## src/shared/rsq_pkg.sv

```systemverilog
package rsq_pkg;

	// ----------------------------------------
	// Timing
	// ----------------------------------------
	localparam int unsigned CLK_HZ = 40000000;
	localparam int unsigned WAKE_FILTER_NS = 167000;
	// Least time: rounds up to whole cycles
	localparam int unsigned WAKE_FILTER_CYC = (WAKE_FILTER_NS * 40 + 999) / 1000;
	localparam int unsigned CARRY_PERIOD_MS = 100;
	localparam int unsigned CARRY_PERIOD_CYC_DEF = CARRY_PERIOD_MS * (CLK_HZ / 1000);
	localparam int unsigned CARRY_HALF_CYC_DEF = CARRY_PERIOD_CYC_DEF / 2;
	localparam int unsigned FILTER_W = 13;

	// ----------------------------------------
	// Field values
	// ----------------------------------------
	localparam logic [3:0] WAKE_COUNT_RST = 4'h1;
	localparam logic [3:0] WAKE_COUNT_ZERO = 4'h0;
	localparam logic [13:0] RESTART_ADDR = 14'h0000;

	typedef enum logic [1:0] {
		RSQ_CLEAR,
		RSQ_HALT_WAIT,
		RSQ_RUN
	} rsq_state_t;

	// Status toward the core
	typedef struct packed {
		logic osc_stop;
		logic core_init;
		logic halt;
		logic restart;
		logic high_threshold;
	} rsq_ctl_t;

endpackage

```

## src/core/rsq_filter.sv

```systemverilog
`timescale 1ns/1ps
`default_nettype none
module rsq_filter #(
	parameter int unsigned LEN = 8,
	parameter int unsigned W = 13
) (
	// Clock and reset
	input wire logic clk,
	input wire logic rst,
	// Raw and filtered level
	input wire logic din,
	output logic dout
);
	logic sync1_ff;
	logic sync2_ff;
	logic [W-1:0] cnt_ff;
	logic dout_ff;

	// ----------------------------------------
	// Two-stage synchroniser
	// ----------------------------------------
	always_ff @(posedge clk or posedge rst)
	begin
		if (rst)
		begin
			sync1_ff <= 1'b0;
			sync2_ff <= 1'b0;
		end
		else
		begin
			sync1_ff <= din;
			sync2_ff <= sync1_ff;
		end
	end

	// ----------------------------------------
	// Level must stand LEN cycles to pass
	// ----------------------------------------
	always_ff @(posedge clk or posedge rst)
	begin
		if (rst)
		begin
			cnt_ff <= '0;
			dout_ff <= 1'b0;
		end
		else if (sync2_ff == dout_ff)
			cnt_ff <= '0;
		else if (cnt_ff == W'(LEN - 1))
		begin
			cnt_ff <= '0;
			dout_ff <= sync2_ff;
		end
		else
			cnt_ff <= cnt_ff + W'(1);
	end

	assign dout = dout_ff;
endmodule
`default_nettype wire

```

## src/core/rsq_sequencer.sv

```systemverilog
// Summary of operation
// A wake reset acts at once, aborting the running instruction without waiting for a boundary.
// The supply-low clear input is taken as asserted whenever supply is below the chosen threshold.
// While supply-low clear is asserted the oscillator is held stopped.
// Supply-low clear initialises program counter, stack, system and control registers.
// On release the oscillator restarts, the core stays halted and the carry period reloads to 100 ms.
// Execution resumes at address 0 on the first carry set pulse, 50 ms after release.
// The high threshold is selected in normal running and the low one in clock stop.
// In normal running a drop below the high threshold clears the device whatever the wake pin does.
// The halt instruction state counts as normal running; only clock stop selects the low threshold.
// After the wake pin rises, carry set pulses are counted and a wake reset fires at the set count 1 to 15.
// Wake pin levels shorter than 167 us are ignored as noise.
// A wake reset initialises core state and starts execution at address 0000H.
// Both inputs are synchronised, and supply-low clear wins over any pending wake reset.
`timescale 1ns/1ps
`default_nettype none
module rsq_sequencer #(
	parameter int unsigned CARRY_PERIOD_CYC = rsq_pkg::CARRY_PERIOD_CYC_DEF,
	parameter int unsigned CARRY_HALF_CYC = rsq_pkg::CARRY_HALF_CYC_DEF,
	parameter int unsigned WAKE_FILTER_CYC = rsq_pkg::WAKE_FILTER_CYC
) (
	// Clock and reset
	input wire logic clk,
	input wire logic rst,
	// Detector and wake pin
	input wire logic supply_low_clear,
	input wire logic wake_pin,
	// Core status
	input wire logic clock_stop_req,
	input wire logic wake_count_we,
	input wire logic [3:0] wake_count_wdata,
	// Outputs toward core
	output rsq_pkg::rsq_ctl_t ctl,
	output logic [13:0] restart_addr,
	output logic carry_pulse
);
	rsq_pkg::rsq_state_t state_ff;
	rsq_pkg::rsq_state_t nxt_state;
	logic clr_s1_ff;
	logic clr_s2_ff;
	logic wake_lvl;
	logic wake_lvl_ff;
	logic clock_stop_ff;
	logic [3:0] wake_set_ff;
	logic [3:0] wake_cnt_ff;
	logic wake_arm_ff;
	logic [31:0] carry_cnt_ff;
	logic carry_tick;
	logic wake_fire;
	logic wake_rise;
	logic restart_ff;

	// ----------------------------------------
	// Input conditioning
	// ----------------------------------------
	// clear synchroniser
	always_ff @(posedge clk or posedge rst)
	begin
		if (rst)
		begin
			clr_s1_ff <= 1'b1;
			clr_s2_ff <= 1'b1;
		end
		else
		begin
			clr_s1_ff <= supply_low_clear;
			clr_s2_ff <= clr_s1_ff;
		end
	end

	// wake noise filter
	rsq_filter #(
		.LEN(WAKE_FILTER_CYC),
		.W(rsq_pkg::FILTER_W)
	) rsq_filter_inst (
		.clk(clk),
		.rst(rst),
		.din(wake_pin),
		.dout(wake_lvl)
	);

	always_ff @(posedge clk or posedge rst)
	begin
		if (rst)
			wake_lvl_ff <= 1'b0;
		else
			wake_lvl_ff <= wake_lvl;
	end

	assign wake_rise = wake_lvl & ~wake_lvl_ff;

	// ----------------------------------------
	// Clock-stop state and threshold
	// ----------------------------------------
	// only clock stop lowers threshold
	always_ff @(posedge clk or posedge rst)
	begin
		if (rst)
			clock_stop_ff <= 1'b0;
		else if (clr_s2_ff || wake_rise)
			clock_stop_ff <= 1'b0;
		else if (clock_stop_req && state_ff == rsq_pkg::RSQ_RUN)
			clock_stop_ff <= 1'b1;
	end

	// ----------------------------------------
	// Base timer 0 carry
	// ----------------------------------------
	// period reloads on clear
	always_ff @(posedge clk or posedge rst)
	begin
		if (rst)
			carry_cnt_ff <= '0;
		else if (clr_s2_ff)
			carry_cnt_ff <= '0;
		else if (clock_stop_ff)
			carry_cnt_ff <= carry_cnt_ff;
		else if (carry_cnt_ff == 32'(CARRY_PERIOD_CYC - 1))
			carry_cnt_ff <= '0;
		else
			carry_cnt_ff <= carry_cnt_ff + 32'h1;
	end

	// first set pulse at half period
	assign carry_tick = !clr_s2_ff && !clock_stop_ff && carry_cnt_ff == 32'(CARRY_HALF_CYC - 1);

	// ----------------------------------------
	// Wake reset counter
	// ----------------------------------------
	always_ff @(posedge clk or posedge rst)
	begin
		if (rst)
			wake_set_ff <= rsq_pkg::WAKE_COUNT_RST;
		else if (clr_s2_ff || clock_stop_ff)
			wake_set_ff <= rsq_pkg::WAKE_COUNT_RST;
		else if (wake_count_we && wake_count_wdata != rsq_pkg::WAKE_COUNT_ZERO)
			wake_set_ff <= wake_count_wdata;
	end

	// count carry pulses after rise
	always_ff @(posedge clk or posedge rst)
	begin
		if (rst)
		begin
			wake_arm_ff <= 1'b0;
			wake_cnt_ff <= rsq_pkg::WAKE_COUNT_ZERO;
		end
		else if (clr_s2_ff)
		begin
			wake_arm_ff <= 1'b0;
			wake_cnt_ff <= rsq_pkg::WAKE_COUNT_ZERO;
		end
		// New rise wins over a fire in the same cycle
		else if (wake_rise)
		begin
			wake_arm_ff <= 1'b1;
			wake_cnt_ff <= rsq_pkg::WAKE_COUNT_ZERO;
		end
		else if (wake_fire)
		begin
			wake_arm_ff <= 1'b0;
			wake_cnt_ff <= rsq_pkg::WAKE_COUNT_ZERO;
		end
		else if (wake_arm_ff && carry_tick)
			wake_cnt_ff <= wake_cnt_ff + 4'h1;
	end

	// fire on count match
	assign wake_fire = wake_arm_ff && carry_tick && (wake_cnt_ff + 4'h1) == wake_set_ff;

	// ----------------------------------------
	// Sequencer
	// ----------------------------------------
	always_comb
	begin
		nxt_state = state_ff;
		unique case (state_ff)
			rsq_pkg::RSQ_CLEAR:
				// restart then halt
				if (!clr_s2_ff)
					nxt_state = rsq_pkg::RSQ_HALT_WAIT;
			rsq_pkg::RSQ_HALT_WAIT:
				// carry releases halt
				if (carry_tick)
					nxt_state = rsq_pkg::RSQ_RUN;
			rsq_pkg::RSQ_RUN:
				nxt_state = rsq_pkg::RSQ_RUN;
			default:
				nxt_state = rsq_pkg::RSQ_CLEAR;
		endcase
		// clear regardless of wake pin
		if (clr_s2_ff)
			nxt_state = rsq_pkg::RSQ_CLEAR;
	end

	always_ff @(posedge clk or posedge rst)
	begin
		if (rst)
			state_ff <= rsq_pkg::RSQ_CLEAR;
		else
			state_ff <= nxt_state;
	end

	// abort mid-instruction, R12: restart at zero
	always_ff @(posedge clk or posedge rst)
	begin
		if (rst)
			restart_ff <= 1'b0;
		else
			restart_ff <= !clr_s2_ff && (wake_fire
				|| (state_ff == rsq_pkg::RSQ_HALT_WAIT && carry_tick));
	end

	// ----------------------------------------
	// Outputs
	// ----------------------------------------
	always_ff @(posedge clk or posedge rst)
	begin
		if (rst)
			restart_addr <= rsq_pkg::RESTART_ADDR;
		else
			restart_addr <= rsq_pkg::RESTART_ADDR;
	end

	// clear forwarded, R3: oscillator stopped
	assign ctl.osc_stop = clr_s2_ff || clock_stop_ff;
	// init during clear, R13: clear wins
	assign ctl.core_init = clr_s2_ff || restart_ff;
	assign ctl.halt = state_ff != rsq_pkg::RSQ_RUN;
	assign ctl.restart = restart_ff;
	// threshold select
	assign ctl.high_threshold = !clock_stop_ff;
	assign carry_pulse = carry_tick;
endmodule
`default_nettype wire

```

## config.mk

```make
export PLATFORM = sky130hd
export DESIGN_NAME = rsq_sequencer
export DESIGN_NICKNAME = d
export VERILOG_FILES = /design/src/shared/rsq_pkg.sv /design/src/core/rsq_filter.sv /design/src/core/rsq_sequencer.sv
export SDC_FILE = /design/constraint.sdc
export NUM_CORES = 1
export LEC_CHECK = 0
export ABC_AREA = 0
export BUFFER_PORTS_ARGS = -buffer_cell sky130_fd_sc_hd__buf_4
export CAP_MARGIN = 20
export CORE_MARGIN = 5
export CORE_UTILIZATION = 54
export CTS_CLUSTER_DIAMETER = 40
export CTS_CLUSTER_SIZE = 30
export DETAILED_ROUTE_END_ITERATION = 7
export PLACE_DENSITY = 0.77
export SLEW_MARGIN = 20
export SYNTH_ARGS = -nofsm -noshare
export SYNTH_HDL_FRONTEND = slang
export SYNTH_SLANG_ARGS = --single-unit
```

## constraint.sdc

```tcl
create_clock -name clk -period 2.11 [get_ports clk]
set_input_delay 0.3165 -clock clk [delete_from_list [all_inputs] [get_ports clk]]
set_output_delay 0.3165 -clock clk [all_outputs]
set_load 0.1 [all_outputs]
```

# [Word-level counts from Yosys, hierarchy flattened]
# Cells that the tools add are included.
[op_classes] muxes=19 addsub=3 eq_ne=10 n_bitwise=3 n_reduce_logical=21
[op_table] cell="$mux W32" count=3
[op_table] cell="$add A32 B1 Y32 const B" count=1
[op_table] cell="$eq A32 B21 Y1 const B" count=1
[op_table] cell="$eq A32 B22 Y1 const B" count=1
[op_table] cell="$mux W13" count=2
[op_table] cell="$mux W4" count=6
[op_table] cell="$add A13 B1 Y13 const B" count=1
[op_table] cell="$eq A13 B13 Y1 const B" count=1
[op_table] cell="$logic_and A1 B1 Y1" count=8
[op_table] cell="$reduce_bool A4 Y1" count=2
[op_table] cell="$pmux W2 S3" count=1
[op_table] cell="$mux W1" count=5
[op_table] cell="$add A4 B1 Y4 const B" count=1
[op_table] cell="$eq A4 B4 Y1" count=1
[op_table] cell="$logic_or A1 B1 Y1" count=4
[op_table] cell="$mux W2" count=2
[op_table] cell="$ne A2 B2 Y1 const B" count=2
[op_table] cell="$reduce_bool A2 Y1" count=2
[op_table] cell="$ne A3 B3 Y1 const B" count=1
[op_table] cell="$reduce_bool A3 Y1" count=1
[op_table] cell="$eq A2 B1 Y1 const B" count=1
[op_table] cell="$eq A2 B2 Y1 const B" count=1
[op_table] cell="$logic_not A1 Y1" count=2
[op_table] cell="$logic_not A2 Y1" count=1
[op_table] cell="4 further kinds" count=5
[word_totals] input_bits=10 out_inout_bits=20 regBits=64

# [Depth between registers and ports, before layout]
[logic_depth] ltp_word=8 depth_mapped=8 mapped_depth_nobuf=6

# [Modules after synthesis]
# From an unflattened synthesis, not the netlist that was laid out.
[unflattened] hier_cells=395 area_unflattened_um2=3653.5
[by_module_without_submodules] module="rsq_sequencer" seq_area_each_um2=1204.9 n_inst=1 cells_each=325 area_per_inst_um2=2896.5
[by_module_without_submodules] module="rsq_filter" seq_area_each_um2=400.4 n_inst=1 cells_each=70 area_per_inst_um2=757.0

# [Least setup slack after synthesis]
# OpenSTA, ideal clock, no wires.
[synth_path] kind="flip-flop to output port" start="register clock_stop_ff" end="output carry_pulse" stages_incl_launch_ff=7 slack_ps=-806 arrival_ps=2599 cell_sequence="dfrtp_1 -> clkbuf_1 -> nor2_1 -> clkinv_1 -> nor4_1 -> nand3_1 -> inv_1"
[synth_between] elab_chain_len=3
[synth_lines] item="start: declaration" line_no="rsq_sequencer.sv:43" text="logic clock_stop_ff;"
[synth_lines] item="start signal: assignment" line_no="rsq_sequencer.sv:99" text="clock_stop_ff <= 1'b0;"
[synth_lines] item="start signal: assignment" line_no="rsq_sequencer.sv:101" text="clock_stop_ff <= 1'b0;"
[synth_lines] item="start signal: assignment" line_no="rsq_sequencer.sv:103" text="clock_stop_ff <= 1'b1;"
[synth_lines] item="$logic_not A1 Y1" line_no="rsq_sequencer.sv:125" text="assign carry_tick = !clr_s2_ff && !clock_stop_ff && carry_cnt_ff == 32'(CARRY_HALF_CYC - 1);"
[synth_lines] item="$logic_and A1 B1 Y1 (2 in series)" line_no="rsq_sequencer.sv:125"
[synth_lines] item="end: declaration" line_no="rsq_sequencer.sv:35" text="output logic carry_pulse"
# No other way between the ends.

# [Worst setup path in the final report]
[layout_path] start="register carry_cnt_ff[21]" end="output carry_pulse"
[layout_between] elab_chain_len=2
[layout_lines] item="start: declaration" line_no="rsq_sequencer.sv:47" text="logic [31:0] carry_cnt_ff;"
[layout_lines] item="start signal: assignment" line_no="rsq_sequencer.sv:117" text="carry_cnt_ff <= carry_cnt_ff;"
[layout_lines] item="start signal: assignment" line_no="rsq_sequencer.sv:121" text="carry_cnt_ff <= carry_cnt_ff + 32'h1;"
[layout_lines] item="$eq A32 B21 Y1" line_no="rsq_sequencer.sv:125"
[layout_lines] item="$logic_and A1 B1 Y1" line_no="rsq_sequencer.sv:125"
# No other way between the ends.

==> results by group <==
Timing
  • Final WS setup: -0.149 ns
  • Clock skew: 0.0113 ns
  • Setup violations, final: 1
  • Slew margin rel.: 0.474
  • Max Freq: 443 MHz
  • RSZ-0062 raised after global routing: yes
  • Crit share post-route: 1.07
  • Final hold vios: 0
  • Tmin final: ~2.3 ns
  • Fin. max-slew vios: 0
  • Tightest Pin Transition: ~0.8 ns

Final layout
  • Layout Nets: around 460
  • Layout area overhead: 16.9%
  • ANT cells: 0
  • Final core occ: 0.639
  • Final cell count without fillers: 526
  • Fill cells: around 540
  • Share of post-route cells with drive strength above 1: 0.209

Die
  • Boundary pin count: 30
  • Rows: 30
  • Die area: between 0.008 and 0.009 mm2
  • Die H: between 90 and 100 um
  • Chip Width: 92.3 um
  • Core area: about 0.0067 mm2
  • Starting density of the core: 0.547

Clocking
  • CTS Hold Bufs: 0
  • Clock Pin Slew Worst Setup and Hold Paths: about 0.070 ns
  • Root Driver: clkbuf_8
  • Clk buf depth: 2
  • CTS tree: yes
  • H-tree Lvls: 3
  • Clock latency on the worst-skew pair: around 0.35 ns
  • Cts bufs inserted: 9
  • CTS Sinks: 64

Synth
  • Syn Area/Cell: 9.23 um2
  • Synthesized cell area: between 0.003 and 0.004 mm2
  • Post-synth top cells: dfrtp_1, nand2_1, nand3_1
  • Library cells used by synthesis: 54
  • Synth top area cells: dfrtp_1, nand3_1, a31oi_1, nand2_1, xor2_1
  • Synth Instances: about 400
  • Top cell type's share of synthesized area: 0.418
  • Synth warn: 0
  • Largest area contributor in the netlist: dfrtp_1
  • Asr flop ratio synth: 1.00
  • Seq/Total Area, Yosys: 0.439
  • Main synth FF type: dfrtp_1
  • Flops & latches, synth: 64
  • Number of synthesized flops with an enable pin: 0
  • Most numerous cell in the Yosys netlist: dfrtp_1

GRT
  • Gr ovfl total: 0
  • Vias in the first global route: roughly 3000
  • First-pass GRT wire length: between 10 and 15 mm
  • Pin count of the biggest net entering global routing: between 60 and 70
  • Initial antenna violation count: 0
  • Overall Global Routing Usage: 0.206

Routing
  • DR vias: around 3100
  • DR pass1 iterations: 5
  • DRT Wirelength: 8.50 mm
  • 1st-iter DRT viols: around 180
  • DRC viols: 0
  • Vias per cell: between 5 and 6
  • Antenna viol nets, final: 0
  • DR WL/cell: approximately 16 um

Worst setup path
  • CP startpoint: carry_cnt_ff[21]$_DFFE_PP0P_
  • Launching point of the worst reg2reg path: carry_cnt_ff[18]$_DFFE_PP0P_
  • Reg2Reg Depth: 5
  • CP max stage delay: between 0.5 and 0.6 ns
  • Crit path capture type: output port
  • Worst setup SP type: register
  • CP max stage cell: or4b_4
  • Reg-to-reg endpoint: carry_cnt_ff[30]$_DFFE_PP0P_
  • Worst EP arrival: around 1.9 ns
  • CP Cell Sequence: or4b_4 > nor4_4 > nand3_2 > clkinvlp_4 > buf_12
  • Max FO, Critical Path: 2
  • Crit Path Class: register to output port
  • Critical Path RT: about 1.8 ns
  • Worst reg2reg setup slack: 0.05 ns

Place
  • Port bufs: 15
  • Gp weighted congestion: 0.867
  • Placed Instances: roughly 510
  • DPL Wire Length: just under 6 mm

Power and ir drop
  • PD cells: 695 mW/mm2
  • Worst IR Drop VDD: between 0.3 and 0.4 mV
  • Leakage power: roughly 1.9 nW

Status
  • Status: finished, violations left
  • Violated checks: negative setup slack

Worst hold path
  • Min-Delay Path Class: primary input to async pin

Job
  • Max_cap viols: 0
## metrics by stage
stage / total power, mW / setup slack, ns / area (um2) / TNS [ns] / hold slack [ns]
floorplan: 1.81 / 0.0189 / 3710 / 0 / 0.321
global placement: 1.92 / 0.114 / 4000 / 0 / 0.344
detailed placement: 1.94 / 0.0275 / 4000 / 0 / 0.346
CTS: 2.98 / -0.191 / 4230 / -0.191 / 0.0431
global route: 3.09 / -0.210 / 4270 / -0.371 / 0.0244
finish: 2.97 / -0.149 / 4270 / -0.149 / 0.0149
## area by class of cell
class / instances / area, um2 / share of cell area
Timing Repair Buffer: 53 / 427 / 0.0999
Clock inverter: 3 / 42.5 / 0.00996
Multi-Input combinational cell: 299 / 1890 / 0.442
Sequential cell: 64 / 1610 / 0.376
Tap cell: 80 / 100 / 0.0234
Inverter: 14 / 61.3 / 0.0144
Clock buffer: 13 / 149 / 0.0349
## metal layers
metal	wire length (um)	share of wire	GRT usage
met3	447	0.053	0.0566
met4	132	0.016	0.0755
met1	3750	0.44	0.262
met2	4170	0.49	0.336
met5	0	0	0
## placed cells by master, fill, tap and decap left out, types with 3 or more instances in the layout
cell type	synthesis	final
conb_1	1	14
and4_1	6	5
and2_1	4	4
nor4_1	5	4
xnor2_1	9	9
a21oi_1	11	11
nor2_1	34	33
clkbuf_1	9	3
nor4_2	6	6
ha_1	6	6
nand3_1	35	34
o21ai_0	11	11
nand2_1	38	38
nor2b_1	3	3
inv_1	13	11
nor3_1	8	8
dfstp_2	3	3
buf_4	15	50
and3_1	5	5
dfrtp_1	61	61
nand3b_1	8	8
xor2_1	15	15
nand2b_1	4	4
clkbuf_8	0	10
mux2i_1	5	5
a31oi_1	25	25
nand4_1	13	13
## cells by family (layout without fill, tap and decap cells)
kind of cell,count (synthesis),after routing,synth area share
AND/OR/NAND/NOR,186,186,0.287
flip-flops,64,64,0.439
AO/OA/AOI/OAI,63,63,0.110
buffers and inverters,46,83,0.0681
XOR/XNOR,24,24,0.0575
adder cells (fa/ha/maj),6,6,0.0205
multiplexers,6,6,0.0168
other,1,14,0.00103
## critical path, delay by kind of cell (launching register included)
| kind | cells | cell delay, ns |
|---|---|---|
| flip-flops | 1 | 0.38 |
| AND/OR/NAND/NOR | 3 | 0.93 |
| buffers and inverters | 2 | 0.29 |
## state kept, by name (all words and copies together) (netlist names), 2 cells and up
signal	flops
carry_cnt_ff	32
rsq_filter_inst.cnt_ff	13
state_ff	2
wake_cnt_ff	4
wake_set_ff	4
## worst max-delay path by stage
stage	endpoint	slack, ns	depth (start not counted)
finish	carry_pulse	-0.15	5
global route	carry_pulse	-0.21	5
CTS	carry_pulse	-0.19	5
detailed placement	carry_cnt_ff[16]$_DFFE_PP0P_	0.03	6
global placement	carry_cnt_ff[16]$_DFFE_PP0P_	0.11	6
floorplan	carry_pulse	0.02	6
## what timing repair did
action | in CTS | in global routing
setup endpoints to repair | 1 | 15
pin swaps | 3 | 2
gates resized for setup | 5 | 6
buffers inserted | 2 | 2
## report_power, final
group / internal [mW] / total, mW / switching (mW) / leakage, nW
Clock: 0.578 / 1.06 / 0.478 / 0.0936
Sequential: 1.28 / 1.31 / 0.0359 / 0.871
Combinational: 0.161 / 0.600 / 0.439 / 0.905
Power figures use the tool's default switching activity.
